--- src/rtl/bridge_cfg_pkg.sv ---
// constants for the bridge bus-number and secondary-status configuration registers
package bridge_cfg_pkg;

	// ------------------------------------------------------------
	// register offsets
	// ------------------------------------------------------------
	localparam logic [7:0] BUS_NUM_OFF  = 8'h18;
	localparam logic [7:0] IO_STAT_OFF  = 8'h1C;

	// ------------------------------------------------------------
	// field positions
	// ------------------------------------------------------------
	localparam int LAT_MSB      = 31;
	localparam int LAT_LSB      = 27;
	localparam int SUB_LSB      = 16;
	localparam int SEC_LSB      = 8;
	localparam int PRI_LSB      = 0;
	localparam int DEVSEL_LSB   = 25;
	localparam int FBB_BIT      = 23;
	localparam int DPAR_BIT     = 24;
	localparam int FLAG_HI_LSB  = 27;
	localparam int IO_LIM_LSB   = 12;
	localparam int IO_BASE_LSB  = 4;

	// ------------------------------------------------------------
	// fixed values and reset values
	// ------------------------------------------------------------
	localparam logic [1:0] DEVSEL_MEDIUM = 2'h1;
	localparam logic       FBB_CAPABLE   = 1'b1;
	localparam logic [7:0] BYTE_RESET    = 8'h00;
	localparam logic [3:0] NIB_RESET     = 4'h0;
	localparam logic [4:0] LAT_RESET     = 5'h00;
	localparam logic [5:0] FLAG_RESET    = 6'h00;

	// ------------------------------------------------------------
	// flag vector positions (six write-one-to-clear bits)
	// ------------------------------------------------------------
	localparam int F_PERR  = 5;
	localparam int F_SERR  = 4;
	localparam int F_MABT  = 3;
	localparam int F_TABR  = 2;
	localparam int F_TABS  = 1;
	localparam int F_DPAR  = 0;
	localparam int NFLAGS  = 6;

endpackage

--- src/rtl/sec_status_if.sv ---
// carrier between the register bank and the secondary status flag store
`timescale 1ns/1ps
`default_nettype none
interface sec_status_if;
	logic [5:0] ev;
	logic [5:0] clr;
	logic [5:0] flags;

	modport src (output ev, output clr, input flags);
	modport dst (input ev, input clr, output flags);
endinterface
`default_nettype wire

--- src/rtl/sec_status_flags.sv ---
// sticky write-one-to-clear secondary status flags
`timescale 1ns/1ps
`default_nettype none
module sec_status_flags
(
	// clock and reset
	input  wire logic       clk,
	input  wire logic       rst_n,
	// flag carrier
	sec_status_if.dst       st
);

	// ------------------------------------------------------------
	// flag store
	// ------------------------------------------------------------
	logic [5:0] flags_q;

	// set wins over clear so no event is lost in the clearing cycle
	always_ff @(posedge clk or negedge rst_n)
	begin
		if (!rst_n)
			flags_q <= bridge_cfg_pkg::FLAG_RESET;
		else
			flags_q <= (flags_q & ~st.clr) | st.ev;
	end

	assign st.flags = flags_q;
endmodule
`default_nettype wire

--- src/rtl/bridge_bus_numbers_secondary_status.sv ---
// bus number, secondary latency, i/o window and secondary status configuration registers
`timescale 1ns/1ps
`default_nettype none
module bridge_bus_numbers_secondary_status
(
	// clock and reset
	input  wire logic        clk,
	input  wire logic        rst_n,
	// configuration access from the primary side
	input  wire logic        cfg_wr,
	input  wire logic        cfg_rd,
	input  wire logic [7:0]  cfg_addr,
	input  wire logic [3:0]  cfg_be,
	input  wire logic [31:0] cfg_wdata,
	output logic      [31:0] cfg_rdata_q,
	output logic             cfg_rvalid_q,
	// primary type 1 configuration decode
	input  wire logic        p_cfg1_valid,
	input  wire logic [7:0]  p_cfg1_bus,
	output logic             sec_tgt_q,
	output logic             sub_fwd_q,
	// secondary type 1 configuration decode
	input  wire logic        s_cfg1_valid,
	input  wire logic [7:0]  s_cfg1_bus,
	output logic             spec_cyc_q,
	// primary i/o decode
	input  wire logic        p_io_valid,
	input  wire logic [31:0] p_io_addr,
	output logic             io_fwd_q,
	// secondary bus events and controls
	input  wire logic        s_par_resp_en,
	input  wire logic        s_par_err,
	input  wire logic        s_serr_seen,
	input  wire logic        s_master_abort,
	input  wire logic        s_tabort_rcvd,
	input  wire logic        s_tabort_sig,
	input  wire logic        s_master_perr,
	// secondary master latency
	input  wire logic        s_frame_act,
	input  wire logic        s_gnt,
	output logic             lat_expired_q,
	output logic             burst_stop_q
);

	// ------------------------------------------------------------
	// register state
	// ------------------------------------------------------------
	logic [4:0] lat_hi_q;
	logic [7:0] sub_q;
	logic [7:0] sec_q;
	logic [7:0] pri_q;
	logic [3:0] io_lim_q;
	logic [3:0] io_base_q;
	logic [7:0] lat_val;
	logic       wr_bus;
	logic       wr_io;

	sec_status_if st ();

	assign lat_val = {lat_hi_q, 3'h0};
	assign wr_bus  = cfg_wr && (cfg_addr == bridge_cfg_pkg::BUS_NUM_OFF);
	assign wr_io   = cfg_wr && (cfg_addr == bridge_cfg_pkg::IO_STAT_OFF);

	// ------------------------------------------------------------
	// bus numbers and latency writes
	// ------------------------------------------------------------
	always_ff @(posedge clk or negedge rst_n)
	begin
		if (!rst_n)
		begin
			lat_hi_q <= bridge_cfg_pkg::LAT_RESET;
			sub_q    <= bridge_cfg_pkg::BYTE_RESET;
			sec_q    <= bridge_cfg_pkg::BYTE_RESET;
			pri_q    <= bridge_cfg_pkg::BYTE_RESET;
		end
		else if (wr_bus)
		begin
			if (cfg_be[3])
				lat_hi_q <= cfg_wdata[bridge_cfg_pkg::LAT_MSB:bridge_cfg_pkg::LAT_LSB];
			if (cfg_be[2])
				sub_q <= cfg_wdata[bridge_cfg_pkg::SUB_LSB +: 8];
			if (cfg_be[1])
				sec_q <= cfg_wdata[bridge_cfg_pkg::SEC_LSB +: 8];
			if (cfg_be[0])
				pri_q <= cfg_wdata[bridge_cfg_pkg::PRI_LSB +: 8];
		end
	end

	// ------------------------------------------------------------
	// i/o window writes
	// ------------------------------------------------------------
	always_ff @(posedge clk or negedge rst_n)
	begin
		if (!rst_n)
		begin
			io_lim_q  <= bridge_cfg_pkg::NIB_RESET;
			io_base_q <= bridge_cfg_pkg::NIB_RESET;
		end
		else if (wr_io)
		begin
			if (cfg_be[1])
				io_lim_q <= cfg_wdata[bridge_cfg_pkg::IO_LIM_LSB +: 4];
			if (cfg_be[0])
				io_base_q <= cfg_wdata[bridge_cfg_pkg::IO_BASE_LSB +: 4];
		end
	end

	// ------------------------------------------------------------
	// status flag events and clears
	// ------------------------------------------------------------
	always_comb
	begin
		st.ev         = '0;
		st.ev[bridge_cfg_pkg::F_PERR] = s_par_err;
		st.ev[bridge_cfg_pkg::F_SERR] = s_serr_seen;
		st.ev[bridge_cfg_pkg::F_MABT] = s_master_abort;
		st.ev[bridge_cfg_pkg::F_TABR] = s_tabort_rcvd;
		st.ev[bridge_cfg_pkg::F_TABS] = s_tabort_sig;
		st.ev[bridge_cfg_pkg::F_DPAR] = s_par_resp_en && (s_master_perr || s_par_err);
		st.clr        = '0;
		if (wr_io && cfg_be[3])
			st.clr = {cfg_wdata[31:27], cfg_wdata[bridge_cfg_pkg::DPAR_BIT]};
	end

	sec_status_flags u_flags
	(
		.clk   (clk),
		.rst_n (rst_n),
		.st    (st)
	);

	// ------------------------------------------------------------
	// configuration read
	// ------------------------------------------------------------
	always_ff @(posedge clk or negedge rst_n)
	begin
		if (!rst_n)
		begin
			cfg_rdata_q  <= 32'h0000_0000;
			cfg_rvalid_q <= 1'b0;
		end
		else
		begin
			cfg_rvalid_q <= cfg_rd;
			if (!cfg_rd)
				cfg_rdata_q <= 32'h0000_0000;
			else if (cfg_addr == bridge_cfg_pkg::BUS_NUM_OFF)
				cfg_rdata_q <= {lat_val, sub_q, sec_q, pri_q};
			else if (cfg_addr == bridge_cfg_pkg::IO_STAT_OFF)
				cfg_rdata_q <= {st.flags[5:1], bridge_cfg_pkg::DEVSEL_MEDIUM,
					st.flags[0], bridge_cfg_pkg::FBB_CAPABLE, 7'h00,
					io_lim_q, 4'h0, io_base_q, 4'h0};
			else
				cfg_rdata_q <= 32'h0000_0000;
		end
	end

	// ------------------------------------------------------------
	// configuration and i/o decode
	// ------------------------------------------------------------
	always_ff @(posedge clk or negedge rst_n)
	begin
		if (!rst_n)
		begin
			sec_tgt_q  <= 1'b0;
			sub_fwd_q  <= 1'b0;
			spec_cyc_q <= 1'b0;
			io_fwd_q   <= 1'b0;
		end
		else
		begin
			sec_tgt_q  <= p_cfg1_valid && (p_cfg1_bus == sec_q);
			sub_fwd_q  <= p_cfg1_valid && (p_cfg1_bus > sec_q) && (p_cfg1_bus <= sub_q);
			spec_cyc_q <= s_cfg1_valid && (s_cfg1_bus == pri_q);
			// limit is inclusive with the low twelve address bits taken as ones
			io_fwd_q   <= p_io_valid && (p_io_addr[31:16] == 16'h0000)
				&& (p_io_addr[15:12] >= io_base_q) && (p_io_addr[15:12] <= io_lim_q);
		end
	end

	// ------------------------------------------------------------
	// secondary master latency timer
	// ------------------------------------------------------------
	typedef enum logic [1:0] {T_IDLE, T_RUN, T_EXP} tmr_state_e;
	tmr_state_e tmr_q;
	logic [7:0] cnt_q;

	// limit is compared live, so reprogramming it mid-burst moves the current expiry point
	always_ff @(posedge clk or negedge rst_n)
	begin
		if (!rst_n)
		begin
			tmr_q         <= T_IDLE;
			cnt_q         <= 8'h00;
			lat_expired_q <= 1'b0;
		end
		else
		begin
			case (tmr_q)
				T_IDLE:
				begin
					lat_expired_q <= 1'b0;
					if (s_frame_act && (lat_val != 8'h00))
					begin
						tmr_q <= T_RUN;
						cnt_q <= 8'h01;
					end
				end
				T_RUN:
				begin
					if (!s_frame_act)
						tmr_q <= T_IDLE;
					else if (cnt_q >= lat_val)
					begin
						tmr_q         <= T_EXP;
						lat_expired_q <= 1'b1;
					end
					else
						cnt_q <= cnt_q + 8'h01;
				end
				default:
				begin
					if (!s_frame_act)
					begin
						tmr_q         <= T_IDLE;
						lat_expired_q <= 1'b0;
					end
				end
			endcase
		end
	end

	always_ff @(posedge clk or negedge rst_n)
	begin
		if (!rst_n)
			burst_stop_q <= 1'b0;
		else
			burst_stop_q <= lat_expired_q && s_frame_act && !s_gnt;
	end
endmodule
`default_nettype wire

--- config.mk ---
export PLATFORM = sky130hd
export DESIGN_NAME = bridge_bus_numbers_secondary_status
export DESIGN_NICKNAME = d
export VERILOG_FILES = /design/src/rtl/bridge_cfg_pkg.sv /design/src/rtl/sec_status_if.sv /design/src/rtl/sec_status_flags.sv /design/src/rtl/bridge_bus_numbers_secondary_status.sv
export SDC_FILE = /design/constraint.sdc
export NUM_CORES = 1
export LEC_CHECK = 0
export ABC_AREA = 0
export BUFFER_PORTS_ARGS = -buffer_cell sky130_fd_sc_hd__buf_2
export CAP_MARGIN = 15
export CORE_AREA = 2 2 140 142
export DETAILED_ROUTE_END_ITERATION = 8
export DIE_AREA = 0 0 142 144
export PLACE_DENSITY = 0.48
export SKIP_CTS_REPAIR_TIMING = 1
export SLEW_MARGIN = 20
export SYNTH_ARGS = -nofsm -noshare
export SYNTH_HDL_FRONTEND = slang
export SYNTH_HIERARCHICAL = 1
export SYNTH_SLANG_ARGS = --single-unit
export TNS_END_PERCENT = 50
--- constraint.sdc ---
create_clock -name clk -period 5.48 [get_ports clk]
set_input_delay 1.096 -clock clk [delete_from_list [all_inputs] [get_ports clk]]
set_output_delay 1.096 -clock clk [all_outputs]
set_load 0.005 [all_outputs]
* After elaboration in Yosys (flattened, before gate mapping)
Cells that the tools add are included.
Storage, ports and cells: memory bits (read-only) 0, register bits after elaboration 92, bits in writable memories 0, bits of input ports 108, output and inout bits 39, logic and storage cells 83, memories 0, latch bits 0
Cells by class: $add $sub $neg 1, equality and inequality tests 11, muxes and demuxes 17, multipliers 0, reduce and logical (&&, ||, !) cells 29, magnitude comparators 5, div/mod/pow operators 0, bitwise operators 3, shift-type cells 0
Operator list (count):
- two-way mux 32 bit | 3
- two-way mux 8 bit | 3
- equality test 8 x 5 -> 1 bit, second input constant | 2
- equality test 8 bit | 2
- zero test 16 bit | 1
- one-hot mux 8 bit (2 select lines) | 1
- logical AND 1 bit | 14
- AND reduction 2 bit | 6
- adder 8 x 1 -> 8 bit, second input constant | 1
- greater-or-equal comparator 8 bit | 1
- greater-than comparator 8 bit | 1
- less-or-equal comparator 8 bit | 1
- two-way mux 2 bit | 4
- inequality test 2 bit, second input constant | 4
- nonzero test 8 bit | 1
- bitwise AND 6 bit | 1
- two-way mux 6 bit | 1
- NOT 6 bit | 1
- bitwise OR 6 bit | 1
- AND reduction 3 bit | 2
- greater-or-equal comparator 4 bit | 1
- less-or-equal comparator 4 bit | 1
- one-hot mux 2 bit (2 select lines) | 1
- AND reduction 4 bit | 1
- other kinds (9) | 11

* Longest topological paths before layout
depth in word-level cells 7, mapped depth 8

* Hierarchy
The synthesis kept the hierarchy.
Modules (own cells, without submodules):
- bridge_bus_numbers_secondary_status | cells an instance 372, area each 4458.0 sq um, times used 1
- sec_status_flags | cells an instance 18, area each 217.7 sq um, times used 1

* Worst setup path after synthesis
Ideal clock, no wire load.
path type input to register, start point input port cfg_addr[1], end point register pri_q[0], library setup time 125 ps, arrival time 2322 ps, required time 5355 ps, path slack 3033 ps, cell stages on the path 7, path buffers 1, path through nor4b_2 > nand3b_1 > nor3b_2 > and2_4 > buf_12 > nand2_8 > mux2_4
Between the ends: word-level cells in the longest chain between the ends 3
Ends and longest elaborated chain:
- from (decl) | RTL line bridge_bus_numbers_secondary_status.sv:12 | input wire logic [7:0] cfg_addr,
- equality test 8 x 5 -> 1 bit | RTL line bridge_bus_numbers_secondary_status.sv:61 | assign wr_bus = cfg_wr && (cfg_addr == bridge_cfg_pkg::BUS_NUM_OFF);
- logical AND 1 bit | RTL line bridge_bus_numbers_secondary_status.sv:61
- AND reduction 2 bit (no source line)
- to (signal assigned) | RTL line bridge_bus_numbers_secondary_status.sv:74 | pri_q <= bridge_cfg_pkg::BYTE_RESET;
- to (signal assigned) | RTL line bridge_bus_numbers_secondary_status.sv:85 | pri_q <= cfg_wdata[bridge_cfg_pkg::PRI_LSB +: 8];
- to (decl) | RTL line bridge_bus_numbers_secondary_status.sv:51 | logic [7:0] pri_q;
No other way between the ends. A chain may end at the register's enable or synchronous reset.

* Final worst setup path
start point input port cfg_addr[1], end point register io_lim_q[3]
Between the ends: word-level cells in the longest chain between the ends 3
Ends and longest elaborated chain:
- equality test 8 x 5 -> 1 bit | RTL line bridge_bus_numbers_secondary_status.sv:62 | assign wr_io = cfg_wr && (cfg_addr == bridge_cfg_pkg::IO_STAT_OFF);
- logical AND 1 bit | RTL line bridge_bus_numbers_secondary_status.sv:62
- AND reduction 2 bit (no source line)
- to (signal assigned) | RTL line bridge_bus_numbers_secondary_status.sv:96 | io_lim_q <= bridge_cfg_pkg::NIB_RESET;
- to (signal assigned) | RTL line bridge_bus_numbers_secondary_status.sv:102 | io_lim_q <= cfg_wdata[bridge_cfg_pkg::IO_LIM_LSB +: 4];
- to (decl) | RTL line bridge_bus_numbers_secondary_status.sv:52 | logic [3:0] io_lim_q;
No other way between the ends.

==> results.md <==
- Tmin final: about 2600 ps
- Layout Cells excl Fill: 769
- Hold_sp: u_flags/st.flags[0]
- Share of cells above drive strength 1: around two fifths
- Period utilization: a little under half
- Ports: 147
- Mapped Cells: 390
- R2r startpoint: cnt_q[5]
- Crit-path max cell delay: 530 ps
- Slowest cell on the critical path: and2_1
- DRT Pass-1 Iters: 4
- Worst VDD drop: 0.000141 V
- Area delta synth->final: 25.5%
- Synth Area in XOR/XNOR: under 10%
- Antenna Nets Post-Route: 0
- Net Count, Synth: 529
- Initial antenna violation count: 1
- Required time of the critical path: 5700 ps
- Synth Cell Area: 0.00468 mm2
- Via count of the first global-routing pass: approximately 3500
- Layout Nets: 665
- PortBufs: 131
- Post-Synth Adder-Cell Area: 8.30%
- Skew final: 6.21 ps
- Simple-gate share of the synthesized area: about 14%
- Drt wl/cell: ~15 um
- Inserted Diodes: 0
- Clk slew on worst S/H paths: 60 ps
- Clock latency on the worst-skew pair: 340 ps
- Placed Instances: 753
- Crit path DAT: 2840 ps
- Slew @ Worst Pin: 675 ps
- CP Capture Type: flop
- Area of the multi-input gates: 0.00218 mm2
- Hold Fails Final Rpt: 0
- Die ar.: ~0.020 mm2
- Core Area: 0.0191 mm2
- Crit Path Max Fanout: 8
- Sink Count: 91
- Overall Global Routing Usage: between 10% and 20%
- Residual DRC: 0
- CTS tree: done
- DP HPWL: 8870 um
- Unrepaired setup endpoints after global routing: false
- Fill cell count: ~2000
- Combinational family with the most area after synthesis: multiplexers
- Yosys cell types: slightly above 50
- Gpl congestion: roughly 0.77
- Setup_tns: 0 ps
- Ys async rst share: 100%
- Cts bufs inserted: 9
- Mux cell area share after synthesis: 15.1%
- Hold Crit Class: reg2reg
- DRT Wirelength: approximately 12000 um
- Initial core utilization: 24.5%
- Row count: 51
- Compound-Gate Fraction of Synth Area: around 7.8%
- Vias: 3321
- Reg area: 0.00228 mm2
- Final Max Tran Viols: 0
- Top FF cell, synth: dfrtp_1
- #FFs+latches synth: 91
- Number of DRC markers in iteration 0: 97
- Total number of H-tree levels: 3
- Leakage: about 3.0 nW
- Die height: between 100 and 150 um
- CTS Buffer Depth: 2
- Synthesis Warnings: 6
- Worst Setup SP: cfg_addr[1]
- Power per Cell Area: 261 mW/mm2
- Setup violations, final: 0
- Grt ovf: 0
- Sequential element share of the synthesized area: 48.7%
- EDFF count, synth: 0
- Clock tree root buffer cell: clkbuf_16
- Crit-path cells: buf_2 > nor4b_2 > nand3b_1 > nor3b_2 > and2_1 > nand2_4 > mux2_4
- Pin count of the biggest net entering global routing: 53
- Chip Width: about 140 um
- Via/cell ratio: 4.32
- Crit path kind: in2reg
- Status: complete, no violations
- Fmax: 382 MHz
- Slew margin rel.: a little under three fifths
- Max Cap Viol: 0
- First-pass GRT wire length: ~18000 um
- Worst Setup Start Kind: input pin
- Synthesized area per cell: 12.0 um2
[cell families (layout without fill, tap and decap cells)]
family                   count (synthesis)  after routing
AO/OA/AOI/OAI                           55             55
XOR/XNOR                                 9              9
buffers and inverters                   50            191
multiplexers                            52             52
adder cells (fa/ha/maj)                 31             31
other                                    1              1
AND/OR/NAND/NOR                        101            101
flip-flops                              91             91
[routing by layer]
| layer | wire length, um | global-route usage (%) | up-vias | share of wire, % |
|---|---|---|---|---|
| met5 | 0 | 0 | - | 0 |
| met2 | 5650 | 19.9 | 82 | 49 |
| met1 | 5170 | 15.0 | 1605 | 45 |
| li1 | - | - | 1622 | - |
| met3 | 588 | 3.08 | 12 | 5.1 |
| met4 | 146 | 3.63 | 0 | 1.3 |
[flip-flops by register name (all words and copies together), names as in the netlist]
signal            cells
cfg_rdata_q          31
cnt_q                 8
pri_q                 8
sec_q                 8
sub_q                 8
u_flags/st.flags      6
lat_hi_q              5
io_base_q             4
io_lim_q              4
tmr_q                 2
burst_stop_q          1
cfg_rvalid_q          1
io_fwd_q              1
lat_expired_q         1
sec_tgt_q             1
spec_cyc_q            1
sub_fwd_q             1
[layout make-up]
class / count / share of cell area (%)
Clock inverter: 1 / 0.128
Timing Repair Buffer: 134 / 11.6
Inverter: 41 / 2.62
Sequential cell: 91 / 38.8
Multi-Input combinational cell: 249 / 37.2
Clock buffer: 15 / 4.56
Tap cell: 238 / 5.07
[worst max-delay path: cells and delay by family]
family	cells	cell delay (ps)
buffers and inverters	1	100
multiplexers	1	320
AND/OR/NAND/NOR	5	1320
[synth_stat cells (all sizes together) (2+ instances only)]
cell type,n,area (um2)
a21o,12,90.1
dfrtp,91,2280
or3,2,12.5
o21a,2,15.0
ha,31,388
a21oi,15,75.1
nand4,8,50.1
nor2b,5,31.3
mux2i,15,150
nand2,15,128
nor2,23,101
nand3b,2,15.0
xnor2,6,52.6
a41oi,2,17.5
o21ai,14,70.1
and3,7,43.8
clkbuf,3,15.0
and2,9,58.8
a211oi,2,15.0
a31oi,2,12.5
xor2,3,26.3
o21bai,2,18.8
mux2,37,556
buf,6,46.3
inv,41,154
nor4,6,37.5
nor3,13,75.1
nand2b,5,31.3
[power breakdown]
part           switching (mW)  internal, mW
registers              0.0284         0.698
logic                   0.121        0.0979
clock network           0.254         0.333
total                   0.403          1.13
[placed cells by master, fill, tap and decap left out, types with 3 or more instances in the layout]
cell,Yosys,routed
buf_2,3,130
clkbuf_1,2,4
nor2b_1,5,5
nor4_1,6,6
nand2b_1,5,5
nand2_4,3,3
mux2_4,37,37
buf_4,1,4
ha_1,31,31
nand4_1,8,8
nor2_2,3,3
xor2_1,3,3
and2_1,8,8
nand2_1,9,9
o21ai_0,12,12
nand2_8,3,3
xnor2_1,6,6
clkbuf_16,0,9
mux2i_1,15,15
a21oi_1,15,15
nor3_1,11,11
nor2_1,19,19
dfrtp_1,91,91
and3_1,7,7
inv_1,41,41
a21o_1,12,12
[path summary, 6_finish.rpt]
| path | to | slack (ps) | cells past startpoint |
|---|---|---|---|
| max | io_lim_q[3] | 2860 | 7 |
| min | u_flags/st.flags[0] | 480 | 1 |
| max reg2reg | cnt_q[4] | 3260 | 7 |
| min reg2reg | u_flags/st.flags[0] | 480 | 1 |
| max in group asynchronous | io_base_q[0] | 3660 | 2 |
| min in group asynchronous | cnt_q[4] | 720 | 1 |
[stage by stage]
step	total power, mW	instance area (um2)	hold WS (ps)	utilization, %	setup WS, ps
2_1_floorplan	0.866	4680	441	-	3030
3_3_place_gp	0.955	5590	458	29.3	2540
3_5_place_dp	0.962	5590	466	29.3	2430
4_1_cts	1.57	5870	480	30.8	2810
5_1_grt	1.63	5870	505	30.8	2690
6_report	1.53	5870	476	30.8	2860
Power figures use the tool's default switching activity.
